### src/design/lcc_params.svh
// Offsets, field positions and reset values of the logic cluster control block
`ifndef LCC_PARAMS_SVH
`define LCC_PARAMS_SVH

// ----------------------------------------------------------------------------
// Register byte offsets
// ----------------------------------------------------------------------------
`define LCC_ADDR_SRC       8'h00
`define LCC_ADDR_USE       8'h04
`define LCC_ADDR_STATUS    8'h08
`define LCC_ADDR_Q         8'h0c
`define LCC_ADDR_CELL      8'h40
`define LCC_ADDR_CELL_END  8'h7c

// ----------------------------------------------------------------------------
// Control signal slots, four bits of source select each in the SRC register
// ----------------------------------------------------------------------------
`define LCC_NUM_CTRL       8
`define LCC_SIG_CLK1       0
`define LCC_SIG_ENA1       1
`define LCC_SIG_CLK2       2
`define LCC_SIG_ENA2       3
`define LCC_SIG_ACLR_A     4
`define LCC_SIG_ACLR_B     5
`define LCC_SIG_SCLR       6
`define LCC_SIG_SLOAD      7
`define LCC_SRC_LOCAL_BIT  3

// ----------------------------------------------------------------------------
// USE register and per-cell configuration fields
// ----------------------------------------------------------------------------
`define LCC_USE_DUAL       8
`define LCC_CFG_CLK2       0
`define LCC_CFG_CLR_B      1
`define LCC_CFG_CLR_USE    2
`define LCC_CFG_PRESET     3
`define LCC_CFG_MODE_LO    4
`define LCC_CFG_CHAIN      6
`define LCC_CFG_PACKED     7

// ----------------------------------------------------------------------------
// Limits, reset values and bus answers
// ----------------------------------------------------------------------------
`define LCC_MAX_USED       4'd7
`define LCC_MAX_NONGLOBAL  4'd4
`define LCC_SRC_RESET      32'h0000_0000
`define LCC_USE_RESET      9'h000
`define LCC_CELL_RESET     8'h00
`define LCC_RESP_OKAY      2'b00
`define LCC_RESP_SLVERR    2'b10

`endif

### src/design/lcc_pkg.sv
// Types shared by the logic cluster control block
package lcc_pkg;

  // Flip-flop personality of one cell register
  typedef enum logic [1:0] {
    mode_d  = 2'h0,
    mode_t  = 2'h1,
    mode_jk = 2'h2,
    mode_sr = 2'h3
  } lcc_mode_t;

  // Register bus write sequencing
  typedef enum logic [1:0] {
    wr_idle = 2'b01,
    wr_resp = 2'b10
  } lcc_wr_state_t;

endpackage

### src/design/lcc_cluster.sv
// Control signal generation and cell registers of one sixteen-cell logic cluster
//
// Summary of operation
// - Eight control slots, at most seven in use
// - Synchronous load removes first clock enable
// - Packed cells ignore synchronous load
// - At most four control signals from local routing
// - Sync clear acts on all cells, sync load on unpacked cells only
// - Each cluster clock paired with its enable
// - Dual-edge clocking occupies both cluster clocks
// - Deasserted enable holds the registers
// - Sources: six row lines or local routing
// - Two selectable asynchronous clears per cluster
// - Preset only through inversion, never with clear
// - Chip-wide clear overrides everything when enabled
// - Register chain feeds next cell's register
// - Cell register in D, T, JK, SR
//
// Our own choices: the placing of the registers and register access over AXI4-Lite.
`include "lcc_params.svh"

module lcc_cluster #(
  parameter int CELLS         = 16,
  parameter int ROW_LINES     = 6,
  parameter int LOCAL_LINES   = 8,
  parameter bit CHIP_CLEAR_EN = 1'b1,
  parameter int ADDR_W        = 8
) (
  input  wire logic                   i_clk_sys,
  input  wire logic                   i_rst,
  input  wire logic [ROW_LINES-1:0]   i_row_clock,
  input  wire logic [LOCAL_LINES-1:0] i_local_line,
  input  wire logic [CELLS-1:0]       i_cell_data,
  input  wire logic [CELLS-1:0]       i_cell_aux,
  input  wire logic [CELLS-1:0]       i_load_data,
  input  wire logic                   i_chain_in,
  input  wire logic                   i_chip_wide_clear_n,
  output logic      [CELLS-1:0]       o_cell_q,
  input  wire logic [ADDR_W-1:0]      i_axi_awaddr,
  input  wire logic                   i_axi_awvalid,
  output logic                        o_axi_awready,
  input  wire logic [31:0]            i_axi_wdata,
  input  wire logic [3:0]             i_axi_wstrb,
  input  wire logic                   i_axi_wvalid,
  output logic                        o_axi_wready,
  output logic [1:0]                  o_axi_bresp,
  output logic                        o_axi_bvalid,
  input  wire logic                   i_axi_bready,
  input  wire logic [ADDR_W-1:0]      i_axi_araddr,
  input  wire logic                   i_axi_arvalid,
  output logic                        o_axi_arready,
  output logic [31:0]                 o_axi_rdata,
  output logic [1:0]                  o_axi_rresp,
  output logic                        o_axi_rvalid,
  input  wire logic                   i_axi_rready
);
  import lcc_pkg::*;

  // --------------------------------------------------------------------------
  // Configuration registers
  // --------------------------------------------------------------------------
  logic [31:0]       src_sel;
  logic [8:0]        use_cfg;
  logic [7:0]        cell_cfg [CELLS];
  logic              cfg_err;
  logic              err_used;
  logic              err_local;
  logic [3:0]        used_cnt;
  logic [3:0]        local_cnt;
  logic [7:0]        used_eff;
  logic [7:0]        sig_lvl;
  logic [7:0]        src_raw;
  logic              clk1_prev;
  logic              clk2_prev;
  logic              tick1;
  logic              tick2;
  logic              ena1_v;
  logic              ena2_v;
  logic              chip_clr;
  logic [CELLS-1:0]  next_cell_q;
  logic [CELLS-1:0]  upd_mask;
  logic [CELLS-1:0]  aclr_mask;
  logic [CELLS-1:0]  preset_mask;

  // --------------------------------------------------------------------------
  // Source selection and usage accounting
  // --------------------------------------------------------------------------
  // Each slot picks a row line or a local line; row codes past the last line read low
  always_comb begin
    for (int k = 0; k < `LCC_NUM_CTRL; k++) begin
      if (src_sel[4*k+`LCC_SRC_LOCAL_BIT]) begin
        src_raw[k] = i_local_line[src_sel[4*k +: 3]];
      end else if (int'(src_sel[4*k +: 3]) < ROW_LINES) begin
        src_raw[k] = i_row_clock[src_sel[4*k +: 3]];
      end else begin
        src_raw[k] = 1'b0;
      end
    end
  end

  // Sync load steals the first enable; dual-edge clocking claims the second clock
  always_comb begin
    used_eff = use_cfg[7:0];
    if (use_cfg[`LCC_SIG_SLOAD]) begin
      used_eff[`LCC_SIG_ENA1] = 1'b0;
    end
    if (use_cfg[`LCC_USE_DUAL]) begin
      used_eff[`LCC_SIG_CLK2] = 1'b1;
    end
  end

  // Count slots in use and those fed from local routing
  always_comb begin
    used_cnt  = 4'h0;
    local_cnt = 4'h0;
    for (int k = 0; k < `LCC_NUM_CTRL; k++) begin
      if (used_eff[k]) begin
        used_cnt = used_cnt + 4'h1;
        if (src_sel[4*k+`LCC_SRC_LOCAL_BIT] && !(k == `LCC_SIG_CLK2 && use_cfg[`LCC_USE_DUAL])) begin
          local_cnt = local_cnt + 4'h1;
        end
      end
    end
    err_used  = (used_cnt > `LCC_MAX_USED);
    err_local = (local_cnt > `LCC_MAX_NONGLOBAL);
    cfg_err   = err_used || err_local;
  end

  // Unused slots fall back to their idle level: enables high, clears low
  always_comb begin
    for (int k = 0; k < `LCC_NUM_CTRL; k++) begin
      sig_lvl[k] = used_eff[k] ? src_raw[k] : 1'b0;
    end
    ena1_v   = used_eff[`LCC_SIG_ENA1] ? src_raw[`LCC_SIG_ENA1] : 1'b1;
    ena2_v   = used_eff[`LCC_SIG_ENA2] ? src_raw[`LCC_SIG_ENA2] : 1'b1;
    chip_clr = CHIP_CLEAR_EN && !i_chip_wide_clear_n;
  end

  // --------------------------------------------------------------------------
  // Cluster clocks as one-cycle edge pulses of the system clock
  // --------------------------------------------------------------------------
  // Previous levels of both clock sources for edge detection
  always_ff @(posedge i_clk_sys or posedge i_rst) begin
    if (i_rst) begin
      clk1_prev <= 1'b0;
      clk2_prev <= 1'b0;
    end else begin
      clk1_prev <= sig_lvl[`LCC_SIG_CLK1];
      clk2_prev <= sig_lvl[`LCC_SIG_CLK2];
    end
  end

  // A bad configuration stops both clocks rather than run an illegal cluster
  always_comb begin
    tick1 = !cfg_err && sig_lvl[`LCC_SIG_CLK1] && !clk1_prev;
    if (use_cfg[`LCC_USE_DUAL]) begin
      tick2 = !cfg_err && !sig_lvl[`LCC_SIG_CLK1] && clk1_prev;
    end else begin
      tick2 = !cfg_err && sig_lvl[`LCC_SIG_CLK2] && !clk2_prev;
    end
  end

  // --------------------------------------------------------------------------
  // Cell registers
  // --------------------------------------------------------------------------
  // Priority: chip clear, async clear, then clocked sync clear, sync load, data
  always_comb begin
    logic      tk;
    logic      en;
    logic      d;
    lcc_mode_t md;
    tk = 1'b0;
    en = 1'b0;
    d  = 1'b0;
    md = mode_d;
    for (int i = 0; i < CELLS; i++) begin
      tk = cell_cfg[i][`LCC_CFG_CLK2] ? tick2 : tick1;
      en = cell_cfg[i][`LCC_CFG_CLK2] ? ena2_v : ena1_v;
      md = lcc_mode_t'(cell_cfg[i][`LCC_CFG_MODE_LO +: 2]);
      if (cell_cfg[i][`LCC_CFG_CHAIN]) begin
        d = (i == 0) ? i_chain_in : o_cell_q[(i == 0) ? 0 : i-1];
      end else begin
        d = i_cell_data[i];
      end
      // Inverted push-back: a cleared preset cell reads one, so it has no true clear
      preset_mask[i] = cell_cfg[i][`LCC_CFG_PRESET];
      aclr_mask[i]   = cell_cfg[i][`LCC_CFG_CLR_USE] &&
                       (cell_cfg[i][`LCC_CFG_CLR_B] ? sig_lvl[`LCC_SIG_ACLR_B]
                                                    : sig_lvl[`LCC_SIG_ACLR_A]);
      upd_mask[i]    = tk && en;
      next_cell_q[i] = o_cell_q[i];
      if (chip_clr || aclr_mask[i]) begin
        next_cell_q[i] = preset_mask[i];
      end else if (upd_mask[i]) begin
        if (sig_lvl[`LCC_SIG_SCLR]) begin
          next_cell_q[i] = preset_mask[i];
        end else if (sig_lvl[`LCC_SIG_SLOAD] && !cell_cfg[i][`LCC_CFG_PACKED]) begin
          next_cell_q[i] = i_load_data[i];
        end else begin
          case (md)
            mode_d:  next_cell_q[i] = d;
            mode_t:  next_cell_q[i] = o_cell_q[i] ^ d;
            mode_jk: next_cell_q[i] = (d && !o_cell_q[i]) || (!i_cell_aux[i] && o_cell_q[i]);
            mode_sr: next_cell_q[i] = d || (!i_cell_aux[i] && o_cell_q[i]);
            default: next_cell_q[i] = o_cell_q[i];
          endcase
        end
      end
    end
  end

  // Every cell register of the cluster shares the same control set
  always_ff @(posedge i_clk_sys or posedge i_rst) begin
    if (i_rst) begin
      o_cell_q <= '0;
    end else begin
      o_cell_q <= next_cell_q;
    end
  end

  // --------------------------------------------------------------------------
  // Register bus slave
  // --------------------------------------------------------------------------
  lcc_wr_state_t     wr_state;
  logic              aw_held;
  logic              w_held;
  logic [ADDR_W-1:0] aw_addr;
  logic [31:0]       w_data;
  logic [3:0]        w_strb;
  logic              wr_go;
  logic              wr_hit;

  function automatic logic [31:0] merge(input logic [31:0] old, input logic [31:0] nw,
                                        input logic [3:0] strb);
    logic [31:0] r;
    r = old;
    for (int b = 0; b < 4; b++) begin
      if (strb[b]) begin
        r[8*b +: 8] = nw[8*b +: 8];
      end
    end
    return r;
  endfunction

  function automatic logic is_cell(input logic [ADDR_W-1:0] a);
    return a[7:0] >= `LCC_ADDR_CELL && a[7:0] <= `LCC_ADDR_CELL_END;
  endfunction

  function automatic logic is_mapped(input logic [ADDR_W-1:0] a);
    return a[7:0] == `LCC_ADDR_SRC || a[7:0] == `LCC_ADDR_USE || a[7:0] == `LCC_ADDR_STATUS ||
           a[7:0] == `LCC_ADDR_Q || is_cell(a);
  endfunction

  assign wr_go  = (wr_state == wr_idle) && aw_held && w_held;
  assign wr_hit = is_mapped(aw_addr);

  // Address and data are caught independently; the answer waits for both
  always_ff @(posedge i_clk_sys or posedge i_rst) begin
    if (i_rst) begin
      wr_state      <= wr_idle;
      aw_held       <= 1'b0;
      w_held        <= 1'b0;
      aw_addr       <= '0;
      w_data        <= 32'h0;
      w_strb        <= 4'h0;
      o_axi_awready <= 1'b1;
      o_axi_wready  <= 1'b1;
      o_axi_bvalid  <= 1'b0;
      o_axi_bresp   <= `LCC_RESP_OKAY;
    end else begin
      case (wr_state)
        wr_idle: begin
          if (i_axi_awvalid && o_axi_awready) begin
            aw_held       <= 1'b1;
            aw_addr       <= i_axi_awaddr;
            o_axi_awready <= 1'b0;
          end
          if (i_axi_wvalid && o_axi_wready) begin
            w_held       <= 1'b1;
            w_data       <= i_axi_wdata;
            w_strb       <= i_axi_wstrb;
            o_axi_wready <= 1'b0;
          end
          if (wr_go) begin
            o_axi_bvalid <= 1'b1;
            o_axi_bresp  <= wr_hit ? `LCC_RESP_OKAY : `LCC_RESP_SLVERR;
            wr_state     <= wr_resp;
          end
        end
        wr_resp: begin
          if (i_axi_bready) begin
            o_axi_bvalid  <= 1'b0;
            aw_held       <= 1'b0;
            w_held        <= 1'b0;
            o_axi_awready <= 1'b1;
            o_axi_wready  <= 1'b1;
            wr_state      <= wr_idle;
          end
        end
        default: wr_state <= wr_idle;
      endcase
    end
  end

  // Configuration writes; status and cell outputs are read-only
  always_ff @(posedge i_clk_sys or posedge i_rst) begin
    if (i_rst) begin
      src_sel <= `LCC_SRC_RESET;
      use_cfg <= `LCC_USE_RESET;
      for (int i = 0; i < CELLS; i++) begin
        cell_cfg[i] <= `LCC_CELL_RESET;
      end
    end else if (wr_go) begin
      if (aw_addr[7:0] == `LCC_ADDR_SRC) begin
        src_sel <= merge(src_sel, w_data, w_strb);
      end
      if (aw_addr[7:0] == `LCC_ADDR_USE) begin
        use_cfg <= 9'(merge({23'h0, use_cfg}, w_data, w_strb));
      end
      if (is_cell(aw_addr) && w_strb[0]) begin
        cell_cfg[aw_addr[5:2]] <= w_data[7:0];
      end
    end
  end

  // Reads answer one cycle after the address is taken
  always_ff @(posedge i_clk_sys or posedge i_rst) begin
    if (i_rst) begin
      o_axi_arready <= 1'b1;
      o_axi_rvalid  <= 1'b0;
      o_axi_rdata   <= 32'h0;
      o_axi_rresp   <= `LCC_RESP_OKAY;
    end else if (o_axi_rvalid) begin
      if (i_axi_rready) begin
        o_axi_rvalid  <= 1'b0;
        o_axi_arready <= 1'b1;
      end
    end else if (i_axi_arvalid && o_axi_arready) begin
      o_axi_arready <= 1'b0;
      o_axi_rvalid  <= 1'b1;
      o_axi_rresp   <= is_mapped(i_axi_araddr) ? `LCC_RESP_OKAY : `LCC_RESP_SLVERR;
      case (i_axi_araddr[7:0])
        `LCC_ADDR_SRC:    o_axi_rdata <= src_sel;
        `LCC_ADDR_USE:    o_axi_rdata <= {23'h0, use_cfg};
        `LCC_ADDR_STATUS: o_axi_rdata <= {16'h0, local_cnt, used_cnt, 5'h0, err_local, err_used, cfg_err};
        `LCC_ADDR_Q:      o_axi_rdata <= {{(32-CELLS){1'b0}}, o_cell_q};
        default:          o_axi_rdata <= is_cell(i_axi_araddr) ? {24'h0, cell_cfg[i_axi_araddr[5:2]]} : 32'h0;
      endcase
    end
  end

endmodule // lcc_cluster

### config.mk
export PLATFORM = sky130hd
export DESIGN_NAME = lcc_cluster
export DESIGN_NICKNAME = d
export VERILOG_FILES = /design/src/design/lcc_pkg.sv /design/src/design/lcc_cluster.sv
export VERILOG_INCLUDE_DIRS = /design/src /design/src/design
export SDC_FILE = /design/constraint.sdc
export NUM_CORES = 1
export LEC_CHECK = 0
export ABC_AREA = 1
export BUFFER_PORTS_ARGS = -buffer_cell sky130_fd_sc_hd__buf_2
export CORE_UTILIZATION = 45
export CTS_CLUSTER_SIZE = 12
export DETAILED_ROUTE_END_ITERATION = 10
export GPL_TIMING_DRIVEN = 0
export HOLD_SLACK_MARGIN = 0.1
export SYNTH_ARGS = -nofsm -noshare
export SYNTH_HDL_FRONTEND = slang
export SYNTH_SLANG_ARGS = --single-unit
### constraint.sdc
create_clock -name i_clk_sys -period 8.9 [get_ports i_clk_sys]
set_input_delay 0.445 -clock i_clk_sys [delete_from_list [all_inputs] [get_ports i_clk_sys]]
set_output_delay 0.445 -clock i_clk_sys [all_outputs]
set_load 0.05 [all_outputs]
==> flow_summary.ini <==
[job]
max_cap_viol_count = 0

[floorplan]
placementRows = 68
io_pins = 180
die_y_microns = 189
fp.coreArea_sq_um = 34500
die_x_microns = 189
start_util_pct = 45.8
die_area_sq_um = 35900

[worst_setup_path]
startpoint_type = flip-flop
cp_data_arrival_time_ns = 5.97
slowest_stage = dfrtp_1
critPathMaxStageDelay_ns = 0.45
cp-end-kind = flip-flop
r2r_start = src_sel[3]
cp_max_fo = 10
worstSetupStartpoint = src_sel[3]
reg2reg_depth = 34
crit_type = flip-flop to flip-flop
required_ns = 9.37

[synthesis]
synth-edff-count = 0
synth_ff_type = dfrtp_1
synth_seq_cells = 274
yosysWarnings = 0
avgSynthCellArea_sq_um = 7.36
synth_area_sq_um = 15800
postSynth.asyncResetShare_pct = 100
syn_inst = 2149
synth-seq-area-share_pct = 43.4
yosys.cell_types.count = 57

[drt]
dr.pass1.iters = 6
via_count = 16300
drtAntennaViolNets = 0
wirelength_microns = 58700
viasPerCell = 5.67
drtIter0Drc = 1594
drc = 0
wl_per_cell_microns = 20.4

[sta]
setup_viol = 0
clock_skew_ns = 0.0135
finalCritPeriodShare_pct = 61.8
rsz0062_at_grt = false
post-route-min-period_ns = 5.50
slew_violations = 0
slew_headroom_pct = 7.51
max_freq_ghz = 0.182
fin_setup_tns_ns = 0
worst_pin_slew_ns = 1.38
hold_violations = 0

[placed_design]
placed_cells = 2782
port_buffers = 174
dpl.hpwl_microns = 43100
gp_congestion = 0.957
dpl_cell_area_sq_um = 17300

[global_route]
antenna_found_initial = 2
grt_pass1_vias = 15400
grt_overflow = 0
grt_pass1_wl_microns = 89800
grt_max_degree = 101
track_usage_pct = 33.0

[finish]
final_cell_mix = nand2_1, o21ai_0, dfrtp_1, inv_1, buf_2
fin_nets = 2553
final_layout_size_suffix_gt1_share_pct = 12.6
fill_cells = 3458
syn_to_final_growth_pct = 18.5
final_core_util_pct = 54.2
layout_commonest_cell = nand2_1
fin_area_sq_um = 18700
finalNonFillerCells = 2880

[clock_network]
clock_sinks = 274
path_clk_slew_ns = 0.06
insertion_delay_ns = 0.59
cts_tree = built
htreeDepth = 1
root_buffer = clkbuf_16
cts.path.max_buffers = 3
numCtsBuffers = 31

[pwr]
power.leakage_uw = 0.00902
powerDensity_nw_per_um2 = 241
irDropWorstVdd_mv = 0.189

[hold_path]
min_path_cells = 2
worstHoldPathType = input port to flip-flop
min_from = i_axi_bready

[outcome]
outcome = finished clean
==> worst max-delay path, delay by kind of cell (launching register included) <==
family,cells,cell delay [ns]
flip-flops,1,0.45
adder cells (fa/ha/maj),5,1.35
AO/OA/AOI/OAI,2,0.57
buffers and inverters,8,0.69
AND/OR/NAND/NOR,19,2.29
==> registers in the layout, indices dropped and copies added, names as in the netlist, 2 cells and up <==
| name | flops |
|---|---|
| wr_state | 2 |
| cell_cfg | 128 |
| o_axi_rdata | 32 |
| aw_addr | 8 |
| use_cfg | 9 |
| o_cell_q | 16 |
| w_data | 32 |
| w_strb | 4 |
| src_sel | 32 |
==> synthesized netlist by cell type, types with 3 or more instances <==
master | instances | area share [%]
nand2_1 | 605 | 14
nand2_2 | 10 | 0.40
o22ai_1 | 43 | 1.7
buf_4 | 5 | 0.24
a32o_1 | 3 | 0.19
nand2_4 | 7 | 0.50
nor3_1 | 12 | 0.38
o21ai_1 | 8 | 0.25
a31oi_1 | 6 | 0.24
a22oi_1 | 17 | 0.81
ha_1 | 29 | 2.3
a21boi_0 | 4 | 0.19
mux2_2 | 5 | 0.36
o221ai_1 | 6 | 0.33
o2111ai_1 | 4 | 0.22
nand3_2 | 9 | 0.57
nor2_1 | 81 | 1.9
nor4_1 | 3 | 0.12
inv_2 | 11 | 0.26
a22o_1 | 3 | 0.17
clkinv_1 | 4 | 0.095
clkbuf_1 | 67 | 1.6
buf_2 | 4 | 0.13
nor2_2 | 4 | 0.16
or2_2 | 9 | 0.36
nand3_1 | 140 | 4.4
inv_1 | 233 | 5.5
a21oi_1 | 127 | 4.0
nand4_1 | 15 | 0.59
a211oi_1 | 4 | 0.19
o21ai_0 | 334 | 11
a221oi_1 | 5 | 0.28
o211ai_1 | 16 | 0.76
dfstp_2 | 4 | 0.66
o311ai_0 | 9 | 0.50
o31ai_1 | 3 | 0.14
dfrtp_1 | 270 | 43
buf_1 | 3 | 0.071
a31o_2 | 3 | 0.17
==> kinds of logic (layout without fill, tap and decap cells) <==
logic type	after synthesis	in the layout	synth area share (%)
xor+xnor	1	1	0.0554
other cells	1	3	0.0237
flops	274	274	43.4
mux	5	5	0.356
simple gates	905	905	24.6
buf+inv	329	603	8.02
compound gates	605	605	21.3
fa+ha+maj	29	29	2.30
==> stage by stage <==
stage	hold slack, ns	worst slack [ns]	power (uW)
final	0.105	3.40	4510
after global routing	0.117	2.98	4780
after CTS	0.102	3.44	4510
after detailed placement	0.467	3.45	3240
after global placement	0.464	-2.40	3200
after floorplan	0.449	0.910	2710
==> final timing paths <==
path	slack [ns]	end
max in group asynchronous	6.98	cell_cfg[47]
min in group asynchronous	0.54	w_data[18]
setup reg to reg	3.40	o_cell_q[8]
setup / recovery	3.40	o_cell_q[8]
hold / removal	0.10	wr_state[1]
hold reg to reg	0.48	o_axi_wready
==> final cells by class <==
| type | instances | area, sq um | share of cell area [%] |
|---|---|---|---|
| inverters | 249 | 945 | 5.04 |
| plain buffers | 80 | 332 | 1.77 |
| well taps | 455 | 569 | 3.04 |
| clock buffers | 48 | 920 | 4.91 |
| clock inverters | 8 | 60.1 | 0.321 |
| diodes | 1 | 2.50 | 0.0134 |
| multi-input cells | 1547 | 7690 | 41.1 |
| repair buffers | 218 | 1350 | 7.20 |
| flip-flops and latches | 274 | 6860 | 36.6 |
==> power by group <==
group / total [uW] / switching [uW] / internal [uW]
Sequential: 1830 / 281 / 1550
Clock: 1250 / 541 / 708
Combinational: 1430 / 1010 / 425
==> metal layers <==
metal	wire length [microns]	part of all wire (%)	global-route usage (%)	vias up
li1	-	-	-	7746
met1	26500	45	47.4	7753
met2	24700	42	48.9	719
met3	5540	9.4	7.47	117
met4	1980	3.4	10.7	2
met5	32	0.054	0	-
==> repair_timing <==
| item | 4_1_cts | 5_1_grt |
|---|---|---|
| setup buffers | 0 | 0 |
| gates resized for setup | 0 | 0 |
| endpoints found under the setup margin | 0 | 0 |
| endpoints found under the hold margin | 138 | 0 |
| hold buffers | 41 | 0 |
No activity file was read; power rests on OpenSTA's default activity.
